## config.mk

```make
export PLATFORM = sky130hd
export DESIGN_NAME = tkc_port_ctrl
export DESIGN_NICKNAME = d
export VERILOG_FILES = /design/src/verilog/tkc_pkg.sv /design/src/verilog/tkc_port_ctrl.sv
export VERILOG_INCLUDE_DIRS = /design/src /design/src/verilog
export SDC_FILE = /design/constraint.sdc
export NUM_CORES = 1
export LEC_CHECK = 0
export BUFFER_PORTS_ARGS = -buffer_cell sky130_fd_sc_hd__buf_4
export CORE_ASPECT_RATIO = 1.2
export CORE_MARGIN = 2
export CORE_UTILIZATION = 45
export CTS_CLUSTER_DIAMETER = 200
export DETAILED_ROUTE_END_ITERATION = 16
export GPL_ROUTABILITY_DRIVEN = 0
export PLACE_DENSITY = 0.81
export SYNTH_ARGS = -nofsm -noshare
export SYNTH_HDL_FRONTEND = slang
export SYNTH_SLANG_ARGS = --single-unit
export TNS_END_PERCENT = 10
```

## constraint.sdc

```tcl
create_clock -name clk_sys_i -period 1.8 [get_ports clk_sys_i]
set_input_delay 0.36 -clock clk_sys_i [delete_from_list [all_inputs] [get_ports clk_sys_i]]
set_output_delay 0.36 -clock clk_sys_i [all_outputs]
set_load 0.01 [all_outputs]
```

## src/verilog/tkc_defines.svh

```systemverilog
// Constants for the token semaphore port controller
`ifndef TKC_DEFINES_SVH
`define TKC_DEFINES_SVH
// Number of token latches and index width
`define TKC_TOKENS      8
`define TKC_IDX_W       3
// Port data width
`define TKC_DATA_W      36
// Address setup time before strobe, ns, and the derived cycle count
`define TKC_T_SETUP_NS  20
`define TKC_CLK_NS      20
`define TKC_SETUP_CYC   ((`TKC_T_SETUP_NS + `TKC_CLK_NS - 1) / `TKC_CLK_NS)
// Strobe (write pulse / read access) width, ns, and derived cycles
`define TKC_T_STROBE_NS 40
`define TKC_STROBE_CYC  ((`TKC_T_STROBE_NS + `TKC_CLK_NS - 1) / `TKC_CLK_NS)
// Idle gap that deasserts select between accesses, ns, and cycles
`define TKC_T_GAP_NS    20
`define TKC_GAP_CYC     ((`TKC_T_GAP_NS + `TKC_CLK_NS - 1) / `TKC_CLK_NS)
// Width of the phase counter
`define TKC_CNT_W       4
`endif

```

## src/verilog/tkc_pkg.sv

```systemverilog
// Types for the token semaphore port controller
package tkc_pkg;
	typedef enum logic [2:0] {
		TKC_IDLE,
		TKC_SETUP,
		TKC_STROBE,
		TKC_GAP
	} tkc_state_e;
	typedef enum logic [1:0] {
		TKC_OP_WRITE,
		TKC_OP_READ,
		TKC_OP_ACQUIRE,
		TKC_OP_INIT
	} tkc_op_e;
endpackage

```

## src/verilog/tkc_port_ctrl.sv

```systemverilog
// Host-side controller driving one port's token-latch pins of a dual-port memory
//
// Behaviour
// [RL1] Device holds eight token latches apart from the memory array.
// [RL2] Token access uses token select low with address, enables, read/write as SRAM.
// [RL3] Only the three lowest address lines pick the token.
// [RL4] Device uses only data bit zero on a token write.
// [RL5] Write zero requests a token, write one from same port releases.
// [RL6] Zero to a free token reads zero here, one on the other port.
// [RL7] Only the owner can change an owned token; its one frees it.
// [RL8] Non-owner zero waits in its request latch until release.
// [RL9] Pending request takes ownership at once on release, until it writes one.
// [RL10] Token read replicates the flag on all data bits.
// [RL11] Read value is latched when select, lane enable and output enable go active.
// [RL12] Lane enable only gates outputs during token reads.
// [RL13] Polling must drop token select or output enable between reads.
// [RL14] Simultaneous requests go to exactly one port; earlier wins.
// [RL15] Tokens gate nothing in hardware and insert no wait states.
// [RL16] Acquire by writing zero then reading back, never read first.
// [RL17] After a failed request keep reading or write one to withdraw.
// [RL18] Software writes one to every token at power-up from both ports.
// [RL19] Port with memory enable and token select inactive is in standby.
// [RL20] Token access needs memory enable high and token select low together.
// [RL21] Power-up latch contents are unknown until ones are written.
`timescale 1ns/1ns
`default_nettype none
`include "tkc_defines.svh"

module tkc_port_ctrl
	import tkc_pkg::*;
#(
	parameter int DATA_W = `TKC_DATA_W
) (
	input  wire logic                  clk_sys_i,
	input  wire logic                  rst_n_i,
	// Command side
	input  wire logic                  cmd_valid_i,
	output logic                       cmd_ready_o,
	input  wire logic [1:0]            cmd_op_i,
	input  wire logic [`TKC_IDX_W-1:0] cmd_index_i,
	input  wire logic                  cmd_value_i,
	output logic                       rsp_valid_o,
	output logic                       rsp_flag_o,
	output logic                       rsp_owned_o,
	// Device pins
	output logic                       mem_enable_n_o,
	output logic                       token_space_select_n_o,
	output logic                       rw_n_o,
	output logic                       output_enable_n_o,
	output logic                       lowest_byte_lane_enable_n_o,
	output logic [`TKC_IDX_W-1:0]      token_index_o,
	output logic [DATA_W-1:0]          data_o,
	output logic                       data_oe_n_o,
	input  wire logic [DATA_W-1:0]     data_i
);

	// ******************************************************************
	// Elaboration checks
	// ******************************************************************
	// Upper-lane idle check needs a bit above bit zero
	if (DATA_W < 2)
		$error("DATA_W must be at least two");

	// ******************************************************************
	// State
	// ******************************************************************
	typedef struct packed {
		tkc_state_e            st;
		logic [`TKC_CNT_W-1:0] cnt;
		logic                  wr;       // Current access is a write
		logic                  val;      // Bit written
		logic [`TKC_IDX_W-1:0] idx;
		logic [1:0]            op;
		logic                  again;    // Acquire: readback still to do
		logic [`TKC_IDX_W:0]   init_n;   // Init: tokens left to release
		logic                  rsp_v;
		logic                  rsp_f;
		logic [DATA_W-1:0]     dq;
		logic                  strobe;
		logic [DATA_W-1:0]     din1;
		logic [DATA_W-1:0]     din2;
	} tkc_state_s;

	tkc_state_s cur_ff;
	tkc_state_s nxt_ff;

	// ******************************************************************
	// Next state
	// ******************************************************************
	// Sequencer: setup, strobe, gap; the gap always deasserts select
	always_comb begin
		nxt_ff = cur_ff;
		nxt_ff.rsp_v = 1'b0;
		// Data pins pass two flops before use
		nxt_ff.din1 = data_i;
		nxt_ff.din2 = cur_ff.din1;
		case (cur_ff.st)
			TKC_IDLE: begin
				if (cmd_valid_i) begin
					nxt_ff.op = cmd_op_i;
					nxt_ff.idx = cmd_index_i;
					nxt_ff.again = 1'b0;
					nxt_ff.init_n = '0;
					// [RL16] Acquire writes zero first
					case (tkc_op_e'(cmd_op_i))
						// [RL17] Write one withdraws a failed request
						TKC_OP_WRITE: begin
							nxt_ff.wr = 1'b1;
							nxt_ff.val = cmd_value_i;
						end
						TKC_OP_READ: begin
							nxt_ff.wr = 1'b0;
							nxt_ff.val = 1'b1;
						end
						// [RL5] Zero requests the token
						TKC_OP_ACQUIRE: begin
							nxt_ff.wr = 1'b1;
							nxt_ff.val = 1'b0;
							nxt_ff.again = 1'b1;
						end
						// [RL18] Release all tokens at start-up
						default: begin
							nxt_ff.wr = 1'b1;
							nxt_ff.val = 1'b1;
							nxt_ff.idx = '0;
							nxt_ff.init_n = (`TKC_IDX_W+1)'(`TKC_TOKENS - 1);
						end
					endcase
					nxt_ff.st = TKC_SETUP;
					nxt_ff.cnt = `TKC_CNT_W'(`TKC_SETUP_CYC - 1);
				end
			end
			TKC_SETUP: begin
				if (cur_ff.cnt == '0) begin
					nxt_ff.st = TKC_STROBE;
					nxt_ff.cnt = `TKC_CNT_W'(`TKC_STROBE_CYC - 1);
				end else begin
					nxt_ff.cnt = cur_ff.cnt - 1'b1;
				end
			end
			TKC_STROBE: begin
				if (cur_ff.cnt == '0) begin
					nxt_ff.st = TKC_GAP;
					// Sample the data one stage late through the synchroniser
					nxt_ff.cnt = `TKC_CNT_W'(`TKC_GAP_CYC + 1);
				end else begin
					nxt_ff.cnt = cur_ff.cnt - 1'b1;
				end
			end
			TKC_GAP: begin
				if (cur_ff.cnt == '0) begin
					if (cur_ff.again) begin
						// [RL16] Read back after the request
						nxt_ff.again = 1'b0;
						nxt_ff.wr = 1'b0;
						nxt_ff.st = TKC_SETUP;
						nxt_ff.cnt = `TKC_CNT_W'(`TKC_SETUP_CYC - 1);
					end else if (cur_ff.init_n != '0) begin
						nxt_ff.init_n = cur_ff.init_n - 1'b1;
						nxt_ff.idx = cur_ff.idx + 1'b1;
						nxt_ff.st = TKC_SETUP;
						nxt_ff.cnt = `TKC_CNT_W'(`TKC_SETUP_CYC - 1);
					end else begin
						nxt_ff.st = TKC_IDLE;
						nxt_ff.rsp_v = 1'b1;
					end
				end else begin
					// [RL10] Owned when every returned bit reads zero
					if (!cur_ff.wr && cur_ff.cnt == `TKC_CNT_W'(`TKC_GAP_CYC))
						nxt_ff.rsp_f = |cur_ff.din2;
					if (cur_ff.wr)
						nxt_ff.rsp_f = cur_ff.val;
					nxt_ff.cnt = cur_ff.cnt - 1'b1;
				end
			end
			default: nxt_ff.st = TKC_IDLE;
		endcase
		// Register pin drive for the coming cycle
		nxt_ff.strobe = (nxt_ff.st == TKC_STROBE);
		nxt_ff.dq = {DATA_W{1'b1}};
		// [RL4] Only bit zero carries the written value
		nxt_ff.dq[0] = nxt_ff.val;
	end

	// ******************************************************************
	// Registers
	// ******************************************************************
	// [RL21] Controller has a known state; latch contents stay software's job
	always_ff @(posedge clk_sys_i) begin
		if (!rst_n_i) begin
			cur_ff <= '0;
			cur_ff.st <= TKC_IDLE;
		end else begin
			cur_ff <= nxt_ff;
		end
	end

	// ******************************************************************
	// Pins
	// ******************************************************************
	wire active = (cur_ff.st != TKC_IDLE) && (cur_ff.st != TKC_GAP);
	// [RL20] Memory enable held high for every access
	assign mem_enable_n_o = 1'b1;
	// [RL13] Select drops in the gap, so each read relatches
	assign token_space_select_n_o = !active;
	// [RL19] Idle leaves both enables high: standby
	assign rw_n_o = !(cur_ff.wr && cur_ff.strobe);
	// [RL11] Output enable with lane enable opens the device latch
	assign output_enable_n_o = !(!cur_ff.wr && active);
	// [RL2] Lane zero enabled throughout the access
	assign lowest_byte_lane_enable_n_o = !active;
	// [RL3] Only the token index drives the address
	assign token_index_o = cur_ff.idx;
	assign data_o = cur_ff.dq;
	assign data_oe_n_o = !(cur_ff.wr && active);
	// [RL15] No wait input: each access has a fixed length
	assign cmd_ready_o = (cur_ff.st == TKC_IDLE);
	assign rsp_valid_o = cur_ff.rsp_v;
	assign rsp_flag_o = cur_ff.rsp_f;
	// [RL6] Zero read back means this port owns it
	assign rsp_owned_o = !cur_ff.rsp_f;

	// ******************************************************************
	// Assertions
	// ******************************************************************
	property p_standby;
		@(posedge clk_sys_i) disable iff (!rst_n_i)
		cmd_ready_o |-> token_space_select_n_o && mem_enable_n_o;
	endproperty
	a_standby: assert property (p_standby) else $error("select active while idle"); // [RL19]

	property p_gap;
		@(posedge clk_sys_i) disable iff (!rst_n_i)
		$rose(token_space_select_n_o) |-> token_space_select_n_o [*3];
	endproperty
	a_gap: assert property (p_gap) else $error("select gap too short"); // [RL13]

	property p_acq;
		@(posedge clk_sys_i) disable iff (!rst_n_i)
		(cmd_ready_o && cmd_valid_i && tkc_op_e'(cmd_op_i) == TKC_OP_ACQUIRE)
			|-> ##2 !rw_n_o ##[1:8] !output_enable_n_o;
	endproperty
	a_acq: assert property (p_acq) else $error("acquire not write then read"); // [RL16]

	property p_d0;
		@(posedge clk_sys_i) disable iff (!rst_n_i)
		!data_oe_n_o |-> data_o[DATA_W-1:1] == {(DATA_W-1){1'b1}};
	endproperty
	a_d0: assert property (p_d0) else $error("upper data not idle high"); // [RL4]

	property p_mem;
		@(posedge clk_sys_i) disable iff (!rst_n_i)
		!token_space_select_n_o |-> mem_enable_n_o && !lowest_byte_lane_enable_n_o;
	endproperty
	a_mem: assert property (p_mem) else $error("bad enable pairing"); // [RL20]

	property p_oe;
		@(posedge clk_sys_i) disable iff (!rst_n_i)
		!output_enable_n_o |-> data_oe_n_o && rw_n_o;
	endproperty
	a_oe: assert property (p_oe) else $error("drive clash on read"); // [RL11]

	property p_len;
		@(posedge clk_sys_i) disable iff (!rst_n_i)
		$fell(token_space_select_n_o) |-> !token_space_select_n_o [*3] ##1 token_space_select_n_o;
	endproperty
	a_len: assert property (p_len) else $error("access length wrong"); // [RL15]

	property p_rsp;
		@(posedge clk_sys_i) disable iff (!rst_n_i)
		rsp_valid_o |-> cmd_ready_o && (rsp_owned_o != rsp_flag_o);
	endproperty
	a_rsp: assert property (p_rsp) else $error("answer inconsistent"); // [RL6]

endmodule

`default_nettype wire
```

Word level (Yosys, flattened, before mapping). Cells that the tools add are included.

Flip-flop bits (word level): 129. Latch bits: 0. Bits in writable memories: 0. Memory bits (read-only): 0. Input bits: 45. Output and inout port bits: 49. Logic and storage cells: 94. Memories: 0.

Add/sub/neg operators: 3. Multipliers: 0. Div/mod/pow operators: 0. Order comparisons: 0. Equal/unequal tests: 14. Shifts and indexed selects: 0. Mux-type cells: 32. Bitwise operators: 3. Reduce and logical (&&, ||, !) cells: 28.

Operators by type and width (count): $mux W109 (1); $reduce_or A36 Y1 (1); $mux W3 (8); $mux W4 (5); $mux W19 (1); $pmux W4 S4 (1); $pmux W3 S4 (1); $ne A2 B2 Y1 const B (5); $pmux W5 S2 (1); $eq A3 B2 Y1 const B (3); $reduce_and A3 Y1 (3); $mux W1 (8); $reduce_bool A4 Y1 (2); $sub A4 B1 Y4 const B (2); $mux W7 (1); $logic_not A1 Y1 (6); $mux W6 (1); $pmux W2 S3 (1); $pmux W3 S2 (1); $logic_and A1 B1 Y1 (5); $mux W5 (1); $reduce_and A5 Y1 (1); $eq A4 B1 Y1 const B (1); $logic_not A4 Y1 (1); 16 further kinds (19).

Logic depth before layout (Yosys ltp).
Depth after elaboration: 7. Mapped depth: 7. Depth with buffers taken out: 6.

Worst setup path before layout. Ideal clock, no wire load.

Path type: register to register. Start: register cur_ff[111] (netlist bit). End: register cur_ff[114] (netlist bit). Setup time: 117 ps. Arrival: 1609 ps. Required time: 1683 ps. Slack: 74 ps. Cell stages (with the launch flop): 7. Path buffers: 1. Clock period less this slack: 1726 ps. Path through: dfxtp_1 > inv_1 > ha_1 > or3b_2 > a31o_2 > buf_4 > a32o_1.

Cells in the longest elaborated chain, start to end: 5. Elaborated cells between the ends (all ways): 8. Classes of those cells: 1 x add/sub; 1 x eq/ne; 4 x mux; 2 x reduce/logical.

Ends and longest elaborated chain: start, declared (RTL line tkc_port_ctrl.sv:84) `tkc_state_s cur_ff;`; start signal, assigned (RTL line tkc_port_ctrl.sv:194) `cur_ff <= nxt_ff;`; $sub A4 B1 Y4 (RTL line tkc_port_ctrl.sv:159) `nxt_ff.init_n = cur_ff.init_n - 1'b1;`; $mux W4 (RTL line tkc_port_ctrl.sv:158) `end else if (cur_ff.init_n != '0) begin`; $mux W5 (RTL line tkc_port_ctrl.sv:152) `if (cur_ff.again) begin`; $mux W6 (RTL line tkc_port_ctrl.sv:151) `if (cur_ff.cnt == '0) begin`; $pmux W5 S2 (RTL line tkc_port_ctrl.sv:97) `case (cur_ff.st)`.

Parallel ways exist; a longest one is shown, timed or not. The select of a mux whose other input is x is not followed. A chain may end at the register's enable or synchronous reset.

Worst setup path in the final report.
Start: register cur_ff[127] (netlist bit). End: output output_enable_n_o.

Cells in the longest elaborated chain, start to end: 4. Elaborated cells between the ends (all ways): 5. Classes of those cells: 1 x eq/ne; 4 x reduce/logical.

Ends and longest elaborated chain: $ne A3 B2 Y1 or $reduce_bool A3 Y1 (tied branches) (RTL line tkc_port_ctrl.sv:201) `wire active = (cur_ff.st != TKC_IDLE) && (cur_ff.st != TKC_GAP);`; $logic_and A1 B1 Y1 * (RTL line tkc_port_ctrl.sv:201); $logic_and A1 B1 Y1 * (RTL line tkc_port_ctrl.sv:209) `assign output_enable_n_o = !(!cur_ff.wr && active);`; $logic_not A1 Y1 * (RTL line tkc_port_ctrl.sv:209); end, declared (RTL line tkc_port_ctrl.sv:49) `output logic output_enable_n_o,`.

Every way passes the cells marked *; elsewhere a longest branch is shown, timed or not.

==> flow_summary.ini <==
[final_layout]
utilization = 0.575
drive_gt1_frac = 0.325
nets = 443
stdcell_count = 490
n_antenna_cell = 0
area_growth_pct = 22.2

[synth]
syn_area_per_cell_sq_um = 10.2
async_reset_ff_frac = 0
synth_ff_type = dfxtp_1
ys_types = 50
synth_area_sq_um = 3440
synth_edf_count = 0
ys_seq_area_frac = 0.541
synth_cells = 339
yosys_warnings = 0
syn_nets = 386
ys_seq_elements = 93

[sta]
setup_viol = 0
hold_viol = 0
fin_crit_sh = 0.951
fin_crit_ps = 1710
rsz0062_at_grt = true
slew_violations = 0
setup_slack_ps = 88.3
fin_skew_ps = 8.23
max_freq_ghz = 0.584

[power]
ir_worst_vdd_mv = 0.639
leakage_nw = 1.85
p_sw_w = 0.000889
power_density_nw_per_um2 = 994
power_w = 0.00418
p_int_w = 0.00330
power_frac_seq = 0.521
pwr-share-clk = 0.387
switching_share = 0.212
combPwrFrac = 0.092

[cts]
clkLatencyLatePin_ps = 340
h-tree-depth = 3
cts-root-buf = clkbuf_8
clk_pin_slew_worst_paths_ps = 90
clock-sinks = 93
cts_buffers = 9
cts_tree = yes
cts_hold_buf = 0
clock_path_buffers = 2

[detailed_routing]
via_count = 2340
routedWlPerCell_um = 11.3
routed_via_density = 4.78
drcViolationCount = 0
antenna_left = 0
drtPass1Iterations = 4
drt_iter0_markers = 52
routed_wl_mm = 5.56

[critical_path]
critPathMaxFanout = 3
start_kind = flip-flop
rr_endpoint = token_index_o[0]
rr_worst_depth = 6
crit_type = reg -> out
cp-end-kind = output port
timing.rr.start = cur_ff[111]
r2r_setup_slack_ps = 140
arrival_ps = 1350
crit_required_ps = 1440

[die]
die_width_um = 83.9
start_util = 0.471
fp.dieH_um = 99.8
ioPinCount = 94
coreArea_sq_um = 7320
die-area_sq_um = 8370
placementRows = 34

[grt]
antenna_found_initial = 0
grt_max_degree = 74
grt_pass1_wl_mm = 9.15
grt.total_usage = 0.134
overflow = 0
grt_pass1_vias = 2183

[run_status]
status = finished clean

[run]
drv_cap = 0

[hold_path]
min_to = cur_ff[44]
hp-class = in -> reg
hold_depth = 2
min-delay-start = data_i[8]

[placed_design]
portBuffers = 92
place_ws_ps = 33.9
hpwl_mm = 3.89
dp.cells = 472
-- synthesized netlist by cell type, types with 2 or more instances --
cell / n / area (sq um)
nand2b_1: 2 / 12.5
ha_1: 2 / 25.0
a311oi_1: 3 / 26.3
nor4_1: 9 / 56.3
a32o_1: 2 / 20.0
conb_1: 2 / 7.51
nor3b_1: 3 / 22.5
o211a_1: 2 / 20.0
and2_1: 74 / 463
nor3_1: 7 / 35.0
buf_2: 2 / 10.0
nor4b_1: 2 / 17.5
o21ai_0: 10 / 50.1
a21oi_1: 9 / 45.0
buf_4: 42 / 315
o211ai_1: 2 / 15.0
nand4_1: 3 / 18.8
nor2_1: 10 / 37.5
clkbuf_1: 11 / 41.3
o31ai_1: 2 / 15.0
nand2_1: 10 / 37.5
or3b_2: 2 / 17.5
dfxtp_1: 93 / 1860
inv_1: 6 / 22.5
nor2b_1: 2 / 12.5
or3_1: 2 / 12.5
a31oi_1: 2 / 12.5
-- layout make-up --
class	count	area, sq um
Fill cell	638	3110
Sequential cell	93	1870
Multi-Input combinational cell	185	1200
Timing Repair Buffer	101	758
Clock buffer	9	124
Clock inverter	6	119
Tap cell	90	113
Inverter	6	22.5
-- sequential cells by signal (all words and copies together), names as in the netlist, named ones only --
name	cells
cur_ff	86
token_index_o	3
data_o	1
rsp_flag_o	1
rsp_valid_o	1
-- cell families (layout without fill, tap and decap cells) --
logic type,Yosys count,count (layout),synth area share
fa+ha+maj,2,2,0.00727
other cells,2,2,0.00218
simple gates,137,137,0.247
compound gates,40,41,0.0785
mux,1,1,0.00291
xor+xnor,2,2,0.00509
buf+inv,62,122,0.116
flops,93,93,0.541
-- worst max path at each step --
stage                     start                 to  slack (ps)  cells after the start
CTS                 cur_ff[111]   token_index_o[0]          40                      6
floorplan           cur_ff[111]        cur_ff[114]          70                      6
finish              cur_ff[127]  output_enable_n_o          90                      4
global route        cur_ff[124]         rsp_flag_o         -40                      4
detailed placement  cur_ff[111]   token_index_o[0]          30                      6
global placement    cur_ff[111]        cur_ff[113]         130                      5
-- power by group through the flow --
stage | registers [W] | clock network [W] | logic (W)
floorplan | 0.00222 | 0 | 0.000259
global placement | 0.00223 | 0 | 0.000369
detailed placement | 0.00223 | 0 | 0.000380
CTS | 0.00218 | 0.00167 | 0.000385
global route | 0.00219 | 0.00175 | 0.000427
finish | 0.00218 | 0.00162 | 0.000386
-- routing by layer --
metal / global-route usage / routed length (um) / up-vias / share of wire
met4: 0.0596 / 78 / 0 / 0.014
met1: 0.149 / 2250 / 1034 / 0.40
li1: - / - / 1209 / -
met5: 0 / 0 / - / 0
met2: 0.235 / 2810 / 88 / 0.51
met3: 0.0436 / 419 / 9 / 0.075
-- metrics by stage --
stage / setup TNS (ps) / hold WS (ps) / instance area, sq um
after detailed placement: 0 / 417 / 3920
after global routing: -47.9 / 193 / 4210
after floorplan: 0 / 388 / 3440
final: 0 / 217 / 4210
after global placement: 0 / 416 / 3920
after CTS: 0 / 195 / 4190
-- critical path: stages (launching register included) --
cell and delay [ps]:
dfxtp_4 350, xor2_1 160, nor2_1 80, or2_2 270
buf_4 140
-- placed cells by master (no fill, tap or decap), types with 3 or more instances in the layout --
| master | instances |
|---|---|
| a21oi_1 | 9 |
| a311oi_1 | 3 |
| and2_1 | 74 |
| buf_4 | 101 |
| bufinv_16 | 3 |
| clkbuf_8 | 9 |
| dfxtp_1 | 89 |
| inv_1 | 6 |
| nand2_1 | 10 |
| nand4_1 | 3 |
| nor2_1 | 10 |
| nor3_1 | 7 |
| nor3b_1 | 3 |
| nor4_1 | 9 |
| o21ai_0 | 10 |
-- timing repair --
item / CTS / global route
setup buffers: 2 / 0
pin swaps: 0 / 1
setup endpoints to repair: 1 / 8
gates cloned: 0 / 1
gates resized for setup: 5 / 3
hold endpoints to repair: 0 / 0
Power figures use the tool's default switching activity.
